### src/imd_params.svh
// Constants for the immediate, DMA, interrupt and load cycle block.
// Assumes inclusion by bare name from the src/ folder.
`ifndef IMD_PARAMS_SVH
`define IMD_PARAMS_SVH
// ****************************************
// Register offsets (byte addresses)
// ****************************************
`define IMD_OFS_STATUS 8'h00
`define IMD_OFS_PC 8'h04
`define IMD_OFS_DMAPTR 8'h08
`define IMD_OFS_SEL 8'h0C
// ****************************************
// Field positions in the select register
// ****************************************
`define IMD_SEL_CS_LO 0
`define IMD_SEL_PS_LO 4
`define IMD_SEL_IE_BIT 8
`define IMD_SEL_SAVED_LO 16
// ****************************************
// Reset values and entry values
// ****************************************
`define IMD_RST_PC 16'h0000
`define IMD_RST_DMAPTR 16'h0000
`define IMD_RST_ACC 8'h00
`define IMD_INT_CS 4'h1
`define IMD_INT_PS 4'h2
`define IMD_IMM_HI 4'hF
// ****************************************
// Machine cycle timing in clocks
// ****************************************
`define IMD_PH_TPA 3'h0
`define IMD_PH_CAP 3'h6
`define IMD_PH_LAST 3'h7
`endif

### src/imd_pkg.sv
// Types shared by the immediate, DMA, interrupt and load cycle block.
// Assumes nothing of its surroundings.
package imd_pkg;
  // Cycle kind, Gray coded along idle-exec-dma-int-load
  typedef enum logic [2:0] {
    IMD_IDLE = 3'b000,
    IMD_EXEC = 3'b001,
    IMD_DMA = 3'b011,
    IMD_INT = 3'b010,
    IMD_LOAD = 3'b110
  } imd_state_t;
  // Operation, coded as the opcode low nibble
  typedef enum logic [3:0] {
    IMD_OP_LOAD = 4'h8,
    IMD_OP_OR = 4'h9,
    IMD_OP_AND = 4'hA,
    IMD_OP_XOR = 4'hB,
    IMD_OP_ADD = 4'hC,
    IMD_OP_RSUB = 4'hD,
    IMD_OP_SHL = 4'hE,
    IMD_OP_SUB = 4'hF
  } imd_op_t;
endpackage

### src/imd_alu_if.sv
// Carrier between the cycle sequencer and its arithmetic unit.
// Assumes both ends run on the same clock.
`timescale 1ns/1ps
interface imd_alu_if;
  imd_pkg::imd_op_t op; // Operation
  logic [7:0] acc; // Accumulator in
  logic [7:0] operand; // Immediate byte
  logic [7:0] result; // New accumulator
  logic carry_out; // New carry bit
  logic carry_we; // Carry bit changes
  modport core (output op, acc, operand, input result, carry_out, carry_we);
  modport alu (input op, acc, operand, output result, carry_out, carry_we);
endinterface

### src/imd_core.sv
// Execute, DMA, interrupt and load cycles of an 8-bit processor core.
// Assumes opcodes arrive from fetch logic on the same clock; memory,
// I/O pins and request pins are outside the clock domain.
`include "imd_params.svh"
`timescale 1ns/1ps
// What this block does
// (RULE1) Load immediate byte into accumulator, advance counter
// (RULE2) OR/AND/XOR immediate into accumulator, advance counter
// (RULE3) Add immediate, carry out to carry bit
// (RULE4) Immediate minus accumulator, carry flags borrow
// (RULE5) Accumulator minus immediate, carry flags borrow
// (RULE6) DMA input writes bus byte at pointer
// (RULE7) DMA output reads memory at pointer
// (RULE8) DMA input wins over DMA output
// (RULE9) Interrupt saves selects, disables, sets selects
// (RULE10) Clear and wait low enter load idle
// (RULE11) Load mode suppresses first pulse, awaits DMA
// (RULE12) Shift left, top bit into carry
// (RULE13) I/O code lines stay zero
module imd_core (
  // Clock and reset
  input wire logic core_clk_in,
  input wire logic sys_rst_in,
  // Register port
  input wire logic [7:0] reg_addr_in,
  input wire logic [31:0] reg_wdata_in,
  input wire logic reg_wr_in,
  input wire logic reg_rd_in,
  output logic [31:0] reg_rdata_out,
  // Instruction from fetch logic
  input wire logic exec_req_in,
  input wire logic [7:0] exec_opcode_in,
  output logic exec_done_out,
  // Control pins, active low
  input wire logic clear_n_in,
  input wire logic wait_n_in,
  input wire logic dma_in_req_n_in,
  input wire logic dma_out_req_n_in,
  input wire logic int_req_n_in,
  // Data bus, read side only
  input wire logic [7:0] data_in,
  // Memory side
  output logic [15:0] mem_addr_out,
  output logic mem_read_strobe_n_out,
  output logic mem_write_strobe_n_out,
  output logic timing_pulse_a_out,
  output logic timing_pulse_b_out,
  output logic [2:0] io_code_lines_out,
  output imd_pkg::imd_state_t state_out
);
  // ****************************************
  // Declarations
  // ****************************************
  imd_pkg::imd_state_t state_q; // Current cycle kind
  logic [2:0] phase_q; // Clock within cycle
  imd_pkg::imd_op_t op_q; // Operation held
  logic exec_pend_q; // Instruction waiting
  logic dma_is_in_q; // DMA direction
  logic [7:0] acc_q; // Accumulator
  logic carry_q; // Carry bit
  logic [7:0] operand_q; // Captured bus byte
  logic [15:0] pc_q; // Program counter
  logic [15:0] dma_ptr_q; // DMA pointer
  logic [3:0] cs_q; // Counter select
  logic [3:0] ps_q; // Pointer select
  logic [7:0] saved_q; // Saved selects
  logic ie_q; // Interrupt enable
  logic [12:0] sync_w; // Synchronised pins
  logic clear_s, wait_s; // Clear, wait levels
  logic dma_in_s, dma_out_s; // DMA requests, high
  logic int_s; // Interrupt request, high
  logic [7:0] data_s; // Synchronised data
  logic load_mode; // Clear and wait low
  logic dma_any; // Any DMA request
  logic last_ph; // Final clock of cycle
  logic mem_op; // Exec reads memory
  logic strobe_ph; // Strobe window
  imd_alu_if alu_bus ();

  // ****************************************
  // Pin synchronisation and ALU
  // ****************************************
  imd_sync #(.W(13)) u_sync (
    .clk_in(core_clk_in),
    .rst_in(sys_rst_in),
    .async_in({clear_n_in, wait_n_in, dma_in_req_n_in, dma_out_req_n_in, int_req_n_in, data_in}),
    .sync_out(sync_w)
  );
  imd_alu u_alu (
    .a(alu_bus.alu)
  );

  // Decode of synchronised pins
  assign clear_s = sync_w[12];
  assign wait_s = sync_w[11];
  assign dma_in_s = ~sync_w[10];
  assign dma_out_s = ~sync_w[9];
  assign int_s = ~sync_w[8];
  assign data_s = sync_w[7:0];
  assign load_mode = ~clear_s & ~wait_s; // [RULE10]
  assign dma_any = dma_in_s | dma_out_s;
  assign last_ph = (phase_q == `IMD_PH_LAST);
  assign mem_op = (op_q != imd_pkg::IMD_OP_SHL);
  assign strobe_ph = (phase_q != `IMD_PH_TPA) && (phase_q != `IMD_PH_LAST);

  // ALU inputs
  assign alu_bus.op = op_q;
  assign alu_bus.acc = acc_q;
  assign alu_bus.operand = operand_q;

  // ****************************************
  // Cycle sequencer
  // ****************************************
  // Picks the next cycle at idle and steps the phase
  always_ff @(posedge core_clk_in) begin
    if (sys_rst_in) begin
      state_q <= imd_pkg::IMD_IDLE;
      phase_q <= 3'h0;
      dma_is_in_q <= 1'b0;
    end else begin
      unique case (state_q)
        imd_pkg::IMD_IDLE: begin
          phase_q <= 3'h0;
          // DMA first so load mode can be filled
          if (dma_any) begin
            state_q <= imd_pkg::IMD_DMA;
            dma_is_in_q <= dma_in_s; // [RULE8]
          end else if (load_mode) begin
            state_q <= imd_pkg::IMD_LOAD; // [RULE10]
          end else if (exec_pend_q) begin
            state_q <= imd_pkg::IMD_EXEC;
          end else if (int_s && ie_q) begin
            state_q <= imd_pkg::IMD_INT;
          end
        end
        imd_pkg::IMD_LOAD: begin
          phase_q <= 3'h0;
          // Idle here until a DMA request or release
          if (dma_any) begin
            state_q <= imd_pkg::IMD_DMA; // [RULE11]
            dma_is_in_q <= dma_in_s; // [RULE8]
          end else if (!load_mode) begin
            state_q <= imd_pkg::IMD_IDLE;
          end
        end
        default: begin
          // Exec, DMA and interrupt run a full cycle
          phase_q <= phase_q + 3'h1;
          if (last_ph) begin
            state_q <= imd_pkg::IMD_IDLE;
          end
        end
      endcase
    end
  end

  // ****************************************
  // Instruction intake
  // ****************************************
  // Holds one request; unsupported opcodes are dropped
  always_ff @(posedge core_clk_in) begin
    if (sys_rst_in) begin
      exec_pend_q <= 1'b0;
      op_q <= imd_pkg::IMD_OP_LOAD;
    end else if (state_q == imd_pkg::IMD_EXEC && last_ph) begin
      exec_pend_q <= 1'b0;
    end else if (exec_req_in && !exec_pend_q && exec_opcode_in[7:4] == `IMD_IMM_HI
                 && exec_opcode_in[3]) begin
      exec_pend_q <= 1'b1;
      op_q <= imd_pkg::imd_op_t'(exec_opcode_in[3:0]);
    end
  end

  // Done pulse at the commit clock
  always_ff @(posedge core_clk_in) begin
    if (sys_rst_in) begin
      exec_done_out <= 1'b0;
    end else begin
      exec_done_out <= (state_q == imd_pkg::IMD_EXEC) && last_ph;
    end
  end

  // ****************************************
  // Data path
  // ****************************************
  // Bus byte taken at the late timing pulse
  always_ff @(posedge core_clk_in) begin
    if (sys_rst_in) begin
      operand_q <= 8'h00;
    end else if (phase_q == `IMD_PH_CAP) begin
      operand_q <= data_s;
    end
  end

  // Accumulator and carry commit
  always_ff @(posedge core_clk_in) begin
    if (sys_rst_in) begin
      acc_q <= `IMD_RST_ACC;
      carry_q <= 1'b0;
    end else if (state_q == imd_pkg::IMD_EXEC && last_ph) begin
      acc_q <= alu_bus.result; // [RULE1] [RULE2] [RULE3] [RULE4] [RULE5] [RULE12]
      if (alu_bus.carry_we) begin
        carry_q <= alu_bus.carry_out; // [RULE3] [RULE4] [RULE5] [RULE12]
      end
    end
  end

  // ****************************************
  // Pointers, selects and software writes
  // ****************************************
  // Hardware updates take priority over a same-cycle write
  always_ff @(posedge core_clk_in) begin
    if (sys_rst_in) begin
      pc_q <= `IMD_RST_PC;
    end else if (state_q == imd_pkg::IMD_EXEC && last_ph && mem_op) begin
      pc_q <= pc_q + 16'h0001; // [RULE1] [RULE2] [RULE3] [RULE4] [RULE5]
    end else if (reg_wr_in && reg_addr_in == `IMD_OFS_PC) begin
      pc_q <= reg_wdata_in[15:0];
    end
  end

  // DMA pointer steps after each DMA cycle
  always_ff @(posedge core_clk_in) begin
    if (sys_rst_in) begin
      dma_ptr_q <= `IMD_RST_DMAPTR;
    end else if (state_q == imd_pkg::IMD_DMA && last_ph) begin
      dma_ptr_q <= dma_ptr_q + 16'h0001; // [RULE6] [RULE7]
    end else if (reg_wr_in && reg_addr_in == `IMD_OFS_DMAPTR) begin
      dma_ptr_q <= reg_wdata_in[15:0];
    end
  end

  // Interrupt entry rewrites selects and enable
  always_ff @(posedge core_clk_in) begin
    if (sys_rst_in) begin
      cs_q <= 4'h0;
      ps_q <= 4'h0;
      saved_q <= 8'h00;
      ie_q <= 1'b1;
    end else if (state_q == imd_pkg::IMD_INT && last_ph) begin
      saved_q <= {ps_q, cs_q}; // [RULE9]
      ie_q <= 1'b0;
      cs_q <= `IMD_INT_CS;
      ps_q <= `IMD_INT_PS;
    end else if (reg_wr_in && reg_addr_in == `IMD_OFS_SEL) begin
      cs_q <= reg_wdata_in[`IMD_SEL_CS_LO +: 4];
      ps_q <= reg_wdata_in[`IMD_SEL_PS_LO +: 4];
      ie_q <= reg_wdata_in[`IMD_SEL_IE_BIT];
    end
  end

  // ****************************************
  // Memory side outputs
  // ****************************************
  // Address, strobes and pulses follow state one clock later
  always_ff @(posedge core_clk_in) begin
    if (sys_rst_in) begin
      mem_addr_out <= 16'h0000;
      mem_read_strobe_n_out <= 1'b1;
      mem_write_strobe_n_out <= 1'b1;
      timing_pulse_a_out <= 1'b0;
      timing_pulse_b_out <= 1'b0;
    end else begin
      mem_read_strobe_n_out <= 1'b1;
      mem_write_strobe_n_out <= 1'b1;
      timing_pulse_a_out <= 1'b0;
      timing_pulse_b_out <= 1'b0;
      unique case (state_q)
        imd_pkg::IMD_IDLE: begin
          // Hold last address
        end
        imd_pkg::IMD_EXEC: begin
          mem_addr_out <= pc_q;
          timing_pulse_a_out <= (phase_q == `IMD_PH_TPA);
          timing_pulse_b_out <= (phase_q == `IMD_PH_CAP);
          // Shift leaves the bus floating, strobes high
          mem_read_strobe_n_out <= ~(mem_op && strobe_ph); // [RULE1] [RULE12]
        end
        imd_pkg::IMD_DMA: begin
          mem_addr_out <= dma_ptr_q;
          timing_pulse_a_out <= (phase_q == `IMD_PH_TPA);
          timing_pulse_b_out <= (phase_q == `IMD_PH_CAP);
          mem_write_strobe_n_out <= ~(dma_is_in_q && strobe_ph); // [RULE6]
          mem_read_strobe_n_out <= ~(!dma_is_in_q && strobe_ph); // [RULE7]
        end
        imd_pkg::IMD_INT: begin
          // Bus floats, both strobes stay high
          mem_addr_out <= pc_q; // [RULE9]
          timing_pulse_a_out <= (phase_q == `IMD_PH_TPA);
          timing_pulse_b_out <= (phase_q == `IMD_PH_CAP);
        end
        imd_pkg::IMD_LOAD: begin
          // No timing pulse A while idling
          mem_addr_out <= dma_ptr_q - 16'h0001; // [RULE10] [RULE11]
          mem_read_strobe_n_out <= 1'b0;
        end
      endcase
    end
  end

  // I/O code lines and visible state
  always_ff @(posedge core_clk_in) begin
    if (sys_rst_in) begin
      io_code_lines_out <= 3'h0;
      state_out <= imd_pkg::IMD_IDLE;
    end else begin
      io_code_lines_out <= 3'h0; // [RULE13]
      state_out <= state_q;
    end
  end

  // ****************************************
  // Register read port
  // ****************************************
  // Data stand one clock after the read strobe
  always_ff @(posedge core_clk_in) begin
    if (sys_rst_in) begin
      reg_rdata_out <= 32'h0000_0000;
    end else if (reg_rd_in) begin
      unique case (reg_addr_in)
        `IMD_OFS_STATUS: reg_rdata_out <= {20'h0_0000, state_q, carry_q, acc_q};
        `IMD_OFS_PC: reg_rdata_out <= {16'h0000, pc_q};
        `IMD_OFS_DMAPTR: reg_rdata_out <= {16'h0000, dma_ptr_q};
        `IMD_OFS_SEL: reg_rdata_out <= {8'h00, saved_q, 7'h00, ie_q, ps_q, cs_q};
        default: reg_rdata_out <= 32'h0000_0000;
      endcase
    end else begin
      reg_rdata_out <= 32'h0000_0000;
    end
  end
endmodule

### src/imd_alu.sv
// Arithmetic unit for the immediate operations, purely combinational.
// Assumes the sequencer holds its inputs stable while it commits.
`timescale 1ns/1ps
module imd_alu (
  // Operation and results
  imd_alu_if.alu a
);
  logic [8:0] sum; // Acc plus operand
  logic [8:0] dif_r; // Operand minus acc
  logic [8:0] dif_s; // Acc minus operand

  // Carry on subtract is high when no borrow occurred
  always_comb begin
    sum = {1'b0, a.acc} + {1'b0, a.operand};
    dif_r = {1'b0, a.operand} + {1'b0, ~a.acc} + 9'h001;
    dif_s = {1'b0, a.acc} + {1'b0, ~a.operand} + 9'h001;
    a.result = a.acc;
    a.carry_out = 1'b0;
    a.carry_we = 1'b0;
    unique case (a.op)
      imd_pkg::IMD_OP_LOAD: a.result = a.operand;
      imd_pkg::IMD_OP_OR: a.result = a.acc | a.operand;
      imd_pkg::IMD_OP_AND: a.result = a.acc & a.operand;
      imd_pkg::IMD_OP_XOR: a.result = a.acc ^ a.operand;
      imd_pkg::IMD_OP_ADD: begin
        a.result = sum[7:0];
        a.carry_out = sum[8];
        a.carry_we = 1'b1;
      end
      imd_pkg::IMD_OP_RSUB: begin
        a.result = dif_r[7:0];
        a.carry_out = dif_r[8];
        a.carry_we = 1'b1;
      end
      imd_pkg::IMD_OP_SUB: begin
        a.result = dif_s[7:0];
        a.carry_out = dif_s[8];
        a.carry_we = 1'b1;
      end
      imd_pkg::IMD_OP_SHL: begin
        a.result = {a.acc[6:0], 1'b0};
        a.carry_out = a.acc[7];
        a.carry_we = 1'b1;
      end
    endcase
  end
endmodule

### src/imd_sync.sv
// Two flip-flop synchroniser for a group of pin inputs.
// Assumes each bit is an independent level from outside the clock domain.
`timescale 1ns/1ps
module imd_sync #(
  parameter int W = 8
) (
  // Clock and reset
  input wire logic clk_in,
  input wire logic rst_in,
  // Pins and synchronised levels
  input wire logic [W-1:0] async_in,
  output logic [W-1:0] sync_out
);
  logic [W-1:0] meta_q; // First stage, read by second only

  // Two stages per bit
  for (genvar i = 0; i < W; i++) begin : g_bit
    always_ff @(posedge clk_in) begin
      if (rst_in) begin
        meta_q[i] <= 1'b1;
        sync_out[i] <= 1'b1;
      end else begin
        meta_q[i] <= async_in[i];
        sync_out[i] <= meta_q[i];
      end
    end
  end
endmodule

### config.mk
export PLATFORM = sky130hd
export DESIGN_NAME = imd_core
export DESIGN_NICKNAME = d
export VERILOG_FILES = /design/src/imd_pkg.sv /design/src/imd_alu_if.sv /design/src/imd_core.sv /design/src/imd_alu.sv /design/src/imd_sync.sv
export VERILOG_INCLUDE_DIRS = /design/src /design/src/src
export SDC_FILE = /design/constraint.sdc
export NUM_CORES = 1
export LEC_CHECK = 0
export ABC_CLOCK_PERIOD_IN_PS = 7200
export BUFFER_PORTS_ARGS = -buffer_cell sky130_fd_sc_hd__buf_2
export CAP_MARGIN = 5
export CORE_ASPECT_RATIO = 0.75
export CORE_UTILIZATION = 60
export CTS_BUF_LIST = sky130_fd_sc_hd__clkbuf_16
export CTS_CLUSTER_DIAMETER = 120
export DETAILED_ROUTE_END_ITERATION = 8
export PLACE_DENSITY = 0.8
export SETUP_SLACK_MARGIN = 0.02
export SLEW_MARGIN = 10
export SYNTH_ARGS = -nofsm -noshare
export SYNTH_HDL_FRONTEND = slang
export SYNTH_SLANG_ARGS = --single-unit
### constraint.sdc
create_clock -name core_clk_in -period 7.2 [get_ports core_clk_in]
set_input_delay 0.36 -clock core_clk_in [delete_from_list [all_inputs] [get_ports core_clk_in]]
set_output_delay 0.36 -clock core_clk_in [all_outputs]
set_load 0.01 [all_outputs]
==> results of run 1 <==
==> critical path, cell delays in order, from the launching register on <==
cell and delay [ps]:
dfxtp_1 880, nand4bb_1 580, nor2_1 330, nor2_1 890
nor3_1 90, a2111oi_0 490
==> cell usage after synthesis (all sizes together) (5+ instances only) <==
| library cell | n | area share |
|---|---|---|
| nand2 | 77 | 0.034 |
| a211oi | 16 | 0.014 |
| nor2 | 91 | 0.040 |
| nand4 | 7 | 0.0051 |
| o21a | 10 | 0.0087 |
| xnor2 | 9 | 0.0092 |
| nand3 | 36 | 0.021 |
| buf | 25 | 0.018 |
| mux4 | 9 | 0.024 |
| o221ai | 6 | 0.0061 |
| and2 | 13 | 0.0095 |
| a31oi | 12 | 0.0087 |
| o22ai | 18 | 0.013 |
| a2111oi | 6 | 0.0061 |
| nor3 | 34 | 0.021 |
| inv | 43 | 0.019 |
| mux2i | 20 | 0.023 |
| xor2 | 7 | 0.0071 |
| nor2b | 25 | 0.018 |
| a2bb2oi | 7 | 0.0071 |
| o31ai | 7 | 0.0061 |
| clkbuf | 63 | 0.028 |
| and3 | 9 | 0.0066 |
| ha | 42 | 0.061 |
| a21o | 5 | 0.0044 |
| nor3b | 5 | 0.0044 |
| dfxtp | 152 | 0.35 |
| a221oi | 15 | 0.015 |
| or2 | 28 | 0.020 |
| o21bai | 8 | 0.0070 |
| a21oi | 83 | 0.048 |
| nand2b | 11 | 0.0080 |
| o21ai | 45 | 0.027 |
| a22oi | 11 | 0.0096 |
| nor4 | 18 | 0.016 |
| a311oi | 7 | 0.0071 |
| or3 | 8 | 0.0058 |
==> power breakdown <==
group	internal (uW)	switching (uW)
sequential	867	16.3
clock	519	392
combinational	68.3	101
==> registers in the layout (all words and copies together) (netlist names), 4 cells and up <==
register and flops:
cs_q 4, mem_addr_out 16, alu_bus.op 4, u_sync.sync_out 13, saved_q 8, alu_bus.operand 8, ps_q 4, u_sync.meta_q 13
pc_q 16, reg_rdata_out 24, acc_q 8, dma_ptr_q 16
==> area by class of cell <==
cell class,instances,share of cell area
well taps,175,0.0229
clock inverters,14,0.0170
diodes,1,0.000261
multi-input cells,766,0.524
flip-flops and latches,152,0.318
repair buffers,104,0.0564
clock buffers,17,0.0444
inverters,44,0.0172
==> per-stage QoR <==
| step | area (sq um) | worst slack [ps] | total power (uW) |
|---|---|---|---|
| finish | 9580 | 3770 | 1960 |
| global route | 9580 | 3560 | 2020 |
| CTS | 9580 | 3890 | 1960 |
| detailed placement | 8990 | 3910 | 1070 |
| global placement | 8990 | 3970 | 1060 |
| floorplan | 8620 | 4920 | 1010 |
==> cell usage in the layout, fill, tap and decap left out, drive strengths merged, types with 15 or more instances in the layout <==
cell type	n
inv	51
nor2	91
clkbuf	17
nor2b	25
nand2	77
nand3	36
o22ai	18
o21ai	45
a221oi	15
or2	28
dfxtp	152
nor3	34
mux2i	20
a211oi	16
nor4	18
a21oi	83
buf	104
ha	42
==> metal layers <==
metal	GRT usage	routed length [microns]	vias up
met3	0.0700	2700	46
met5	0.0386	71	-
met1	0.506	11000	3726
li1	-	-	3829
met4	0.107	443	2
met2	0.443	9600	503
==> worst max path at each step <==
stage / cells after the start / end / slack, ps / start
floorplan: 8 / acc_q[5] / 4920 / acc_q[1]
global placement: 5 / pc_q[12] / 3970 / state_q[0]
detailed placement: 6 / pc_q[10] / 3910 / reg_addr_in[2]
CTS: 5 / pc_q[12] / 3890 / state_q[0]
global route: 5 / pc_q[10] / 3560 / state_q[2]
finish: 5 / pc_q[10] / 3770 / state_q[2]
==> cells by family (layout without fill, tap and decap cells) <==
family	count (synthesis)	count (layout)	synth area share
multiplexers	32	32	0.0509
XOR/XNOR	16	16	0.0163
AO/OA/AOI/OAI	282	282	0.216
AND/OR/NAND/NOR	380	380	0.229
adder cells (fa/ha/maj)	45	45	0.0682
flip-flops	152	152	0.354
other	1	12	0.000437
buffers and inverters	132	179	0.0647
==> flow_metrics.py, run 1 <==
metrics = {
    "clock_network": {
        "clkLatencyLatePin_ps": 440,
        "path_clk_slew_ps": 60,
        "post_cts_resize_count": 0,
        "cts_setup_buffers": 0,
        "cts_hold_buf": 0,
        "cts_buffer_depth": 2,
        "cts_buffers": 17,
        "ctsHtreeMaxLevel": 4,
        "cts.sink_count": 152,
        "cts_tree": "done",
        "cts_root_buf": "clkbuf_16",
    },
    "sta": {
        "post-route-period-util": 0.477,
        "max_slew_margin": 0.277,
        "setup_violations": 0,
        "hold_ws_ps": 102,
        "min_period_ps": 3430,
        "fin_skew_ps": 8.03,
        "grt_setup_unrepaired": "no",
        "fin_setup_tns_ps": 0,
        "max_slew.worst_pin.slew_ps": 1080,
        "clock.fmax_mhz": 291,
        "slew_viol_final": 0,
        "final_hold_viol_count": 0,
    },
    "routing": {
        "ant_nets": 0,
        "route.detailed.drc": 0,
        "drt_iter0_drc": 1027,
        "vias_per_cell": 6.37,
        "post_drt_wl_per_cell_microns": 18.7,
        "vias": 8106,
        "first_pass_iters": 6,
        "drt-total-wl_microns": 23800,
    },
    "grt": {
        "grt_usage": 0.329,
        "grt_overflow": 0,
        "grt_max_degree": 91,
        "grt_pass1_vias": 6754,
        "antenna_found_initial": 1,
        "grt_pass1_wl_microns": 37300,
    },
    "die": {
        "start_util": 0.620,
        "dieArea_sq_um": 14800,
        "boundaryPins": 125,
        "die_h_microns": 106,
        "die_x_microns": 140,
        "fp-row-count": 37,
        "core-area_sq_um": 13800,
    },
    "setup_path": {
        "worst-r2r-cell-count": 5,
        "cp.arrival_ps": 3710,
        "cp-start-kind": "flip-flop",
        "r2r-start": "state_q[2]",
        "rr_endpoint": "pc_q[10]",
        "endpoint_kind": "flip-flop",
        "crit_type": "reg2reg",
        "rrSetupSlack_ps": 3770,
        "cp_max_fo": 27,
        "critPathRequiredTime_ps": 7480,
    },
    "synthesis": {
        "synthArstFlopShare": 0,
        "synthCells": 1040,
        "synth_seq_cells": 152,
        "ys_dominant_reg_cell": "dfxtp_1",
        "ys_types": 71,
        "syn_area_per_cell_sq_um": 8.25,
        "yosys_warnings": 0,
        "synthesis.area_sq_um": 8580,
        "ys_seq_area_frac": 0.354,
        "synth_edf_count": 0,
    },
    "hold_path": {
        "min_path_cells": 2,
        "hold_path_end": "u_sync.meta_q[9]",
        "min-delay-path-class": "in2reg",
        "hold_start": "dma_out_req_n_in",
    },
    "layout": {
        "instances_no_fill": 1273,
        "final.fill_count": 1140,
        "regArea_sq_um": 3040,
        "multi_input_area_sq_um": 5020,
        "drive_above_1_share": 0.169,
        "fin_nets": 1196,
        "areaGrowthSynthToFinish_pct": 11.6,
        "final_util": 0.692,
    },
    "placement": {
        "io_buffers": 97,
        "dp.cells": 1241,
        "gp_congestion": 0.965,
        "place_hpwl_microns": 16700,
    },
    "run": {
        "maxCapViolations": 0,
    },
    "power_and_ir_drop": {
        "p_leak_uw": 0.00376,
        "vdd.ir_drop.worst_uv": 181,
        "cellPowerDensity_nw_per_um2": 205,
    },
    "status": {
        "status": "completed",
    },
}
Note: power is estimated with default switching activity, not from simulation.
==> run 2, diff against run 1 <==
--- a/config.mk
+++ b/config.mk
@@ -6,15 +6,15 @@
 export SDC_FILE = /design/constraint.sdc
 export NUM_CORES = 1
 export LEC_CHECK = 0
-export ABC_CLOCK_PERIOD_IN_PS = 7200
+export ABC_CLOCK_PERIOD_IN_PS = 3600
 export BUFFER_PORTS_ARGS = -buffer_cell sky130_fd_sc_hd__buf_2
 export CAP_MARGIN = 5
 export CORE_ASPECT_RATIO = 0.75
-export CORE_UTILIZATION = 60
+export CORE_UTILIZATION = 58
 export CTS_BUF_LIST = sky130_fd_sc_hd__clkbuf_16
 export CTS_CLUSTER_DIAMETER = 120
 export DETAILED_ROUTE_END_ITERATION = 8
-export PLACE_DENSITY = 0.8
+export PLACE_DENSITY = 0.78
 export SETUP_SLACK_MARGIN = 0.02
 export SLEW_MARGIN = 10
 export SYNTH_ARGS = -nofsm -noshare
==> constraint.sdc (replaced) <==
create_clock -name core_clk_in -period 3.6 [get_ports core_clk_in]
set_input_delay 0.18 -clock core_clk_in [delete_from_list [all_inputs] [get_ports core_clk_in]]
set_output_delay 0.18 -clock core_clk_in [all_outputs]
set_load 0.01 [all_outputs]
==> flow_metrics.py, run 2 (synthesis results as in run 1) <==
metrics = {
    "routing": {
        "first_pass_iters": 6,
        "vias": 8202,
        "drt_iter0_drc": 873,
        "vias_per_cell": 6.17,
        "route.detailed.drc": 0,
        "ant_nets": 0,
        "post_drt_wl_per_cell_microns": 18.3,
        "drt-total-wl_microns": 24400,
    },
    "sta": {
        "min_period_ps": 2970,
        "setup_violations": 0,
        "max_slew_margin": 0.303,
        "post-route-period-util": 0.824,
        "fin_setup_tns_ps": 0,
        "slew_viol_final": 0,
        "fin_skew_ps": 5.97,
        "clock.fmax_mhz": 337,
        "grt_setup_unrepaired": "no",
        "max_slew.worst_pin.slew_ps": 1040,
        "hold_ws_ps": 28.9,
        "final_hold_viol_count": 0,
    },
    "placement": {
        "gp_congestion": 0.957,
        "place_hpwl_microns": 17300,
        "io_buffers": 97,
    },
    "setup_path": {
        "startpoint": "phase_q[2]",
        "worst-r2r-cell-count": 7,
        "cp.arrival_ps": 3270,
        "crit_path_end": "pc_q[13]",
        "rr_endpoint": "pc_q[13]",
        "endpoint_kind": "flip-flop",
        "r2r-start": "phase_q[2]",
        "critPathRequiredTime_ps": 3900,
        "cp_max_fo": 17,
        "rrSetupSlack_ps": 630,
        "crit_type": "reg2reg",
        "cp-start-kind": "flip-flop",
    },
    "clock_network": {
        "clkLatencyLatePin_ps": 430,
        "path_clk_slew_ps": 60,
        "cts_buffers": 17,
        "cts.sink_count": 152,
        "cts_setup_buffers": 0,
        "cts_root_buf": "clkbuf_16",
        "cts_tree": "done",
        "ctsHtreeMaxLevel": 4,
        "cts_buffer_depth": 2,
    },
    "power_and_ir_drop": {
        "p_int_uw": 2830,
        "p_leak_uw": 0.00389,
        "swShare": 0.256,
        "vdd.ir_drop.worst_uv": 378,
        "pwr-share-seq": 0.462,
        "switchingPower_uw": 976,
        "power.share.clock": 0.443,
        "cellPowerDensity_nw_per_um2": 387,
        "comb_power_share": 0.095,
    },
    "grt": {
        "antenna_found_initial": 0,
        "grt_pass1_wl_microns": 39000,
        "grt_usage": 0.332,
        "grt_pass1_vias": 7386,
        "grt_overflow": 0,
        "grt_max_degree": 77,
    },
    "die": {
        "fp-row-count": 38,
        "start_util": 0.594,
        "die_x_microns": 142,
        "die_h_microns": 107,
        "core-area_sq_um": 14500,
        "boundaryPins": 125,
        "dieArea_sq_um": 15300,
    },
    "layout": {
        "largest_reg_flops": 24,
        "regArea_sq_um": 3040,
        "top_register": "reg_rdata_out",
        "final.fill_count": 1219,
        "drive_above_1_share": 0.176,
        "layout_common_cells": "dfxtp_1, buf_2, nor2_1, a21oi_1, nand2_1",
        "areaGrowthSynthToFinish_pct": 14.8,
        "multi_input_area_sq_um": 5020,
        "fin_nets": 1228,
        "layout_commonest_cell": "dfxtp_1",
        "n_antenna_cell": 0,
    },
    "hold_path": {
        "min-delay-path-class": "in2reg",
    },
    "run": {
        "maxCapViolations": 0,
    },
    "status": {
        "status": "completed",
    },
}
[run 2: changes by cell type in the layout (fill, tap and decap cells not counted), moves of 2 or more]
| cell | delta |
|---|---|
| buf_4 | +16 |
| dlygate4sd3_1 | +16 |
| clkinv_4 | +4 |
| inv_6 | -4 |
| clkinv_1 | +2 |
[run 2: repair_timing]
item,4_1_cts,5_1_grt
hold buffers,16,0
hold endpoints to repair,16,0
resized for setup,0,0
[run 2: routing by layer]
| metal | track usage | share of wire | up-vias |
|---|---|---|---|
| met2 | 0.477 | 0.42 | 489 |
| li1 | - | - | 3890 |
| met4 | 0.118 | 0.018 | 0 |
| met3 | 0.0863 | 0.12 | 46 |
| met5 | 0 | 0 | - |
| met1 | 0.477 | 0.44 | 3777 |
[run 2: worst min-delay path by stage]
stage / startpoint / to / slack (ps) / cells after the start
after floorplan: data_in[0] / u_sync.meta_q[0] / 280 / 1
after global placement: wait_n_in / u_sync.meta_q[11] / 360 / 2
after detailed placement: wait_n_in / u_sync.meta_q[11] / 360 / 2
after CTS: reg_wdata_in[7] / pc_q[7] / 20 / 3
after global routing: reg_wdata_in[7] / pc_q[7] / 30 / 3
final: reg_wdata_in[7] / pc_q[7] / 30 / 3
[run 2: stage by stage]
step / total power [uW] / util / instances / area (sq um) / worst slack, ps
4_1_cts: 3820 / 0.682 / 1329 / 9850 / 717
6_report: 3810 / 0.682 / 1329 / 9850 / 632
3_5_place_dp: 2140 / 0.633 / 1282 / 9140 / 779
5_1_grt: 3930 / 0.682 / 1329 / 9850 / 324
3_3_place_gp: 2130 / 0.633 / 1282 / 9140 / 837
2_1_floorplan: 2020 / - / 1050 / 8620 / 1320
[run 2: power groups by stage]
stage / sequential (uW) / combinational (uW) / clock [uW]
after floorplan: 1810 / 215 / 0
after global placement: 1800 / 336 / 0
after detailed placement: 1800 / 340 / 0
after CTS: 1760 / 357 / 1700
after global routing: 1770 / 396 / 1770
final: 1760 / 360 / 1690
[run 2: critical path, cell delays in order (launching register included)]
cell and delay [ps]:
dfxtp_1 530, ha_1 360, nor4bb_1 520, o21ai_2 100
buf_4 210, nor4_2 540, a211oi_1 170, a2111oi_0 420
[run 2: cell type report]
type	count	share of cell area
Multi-Input combinational cell	766	0.510
Sequential cell	152	0.309
Timing Repair Buffer	136	0.0833
Clock buffer	17	0.0432
Tap cell	200	0.0254
Inverter	44	0.0168
Clock inverter	14	0.0128
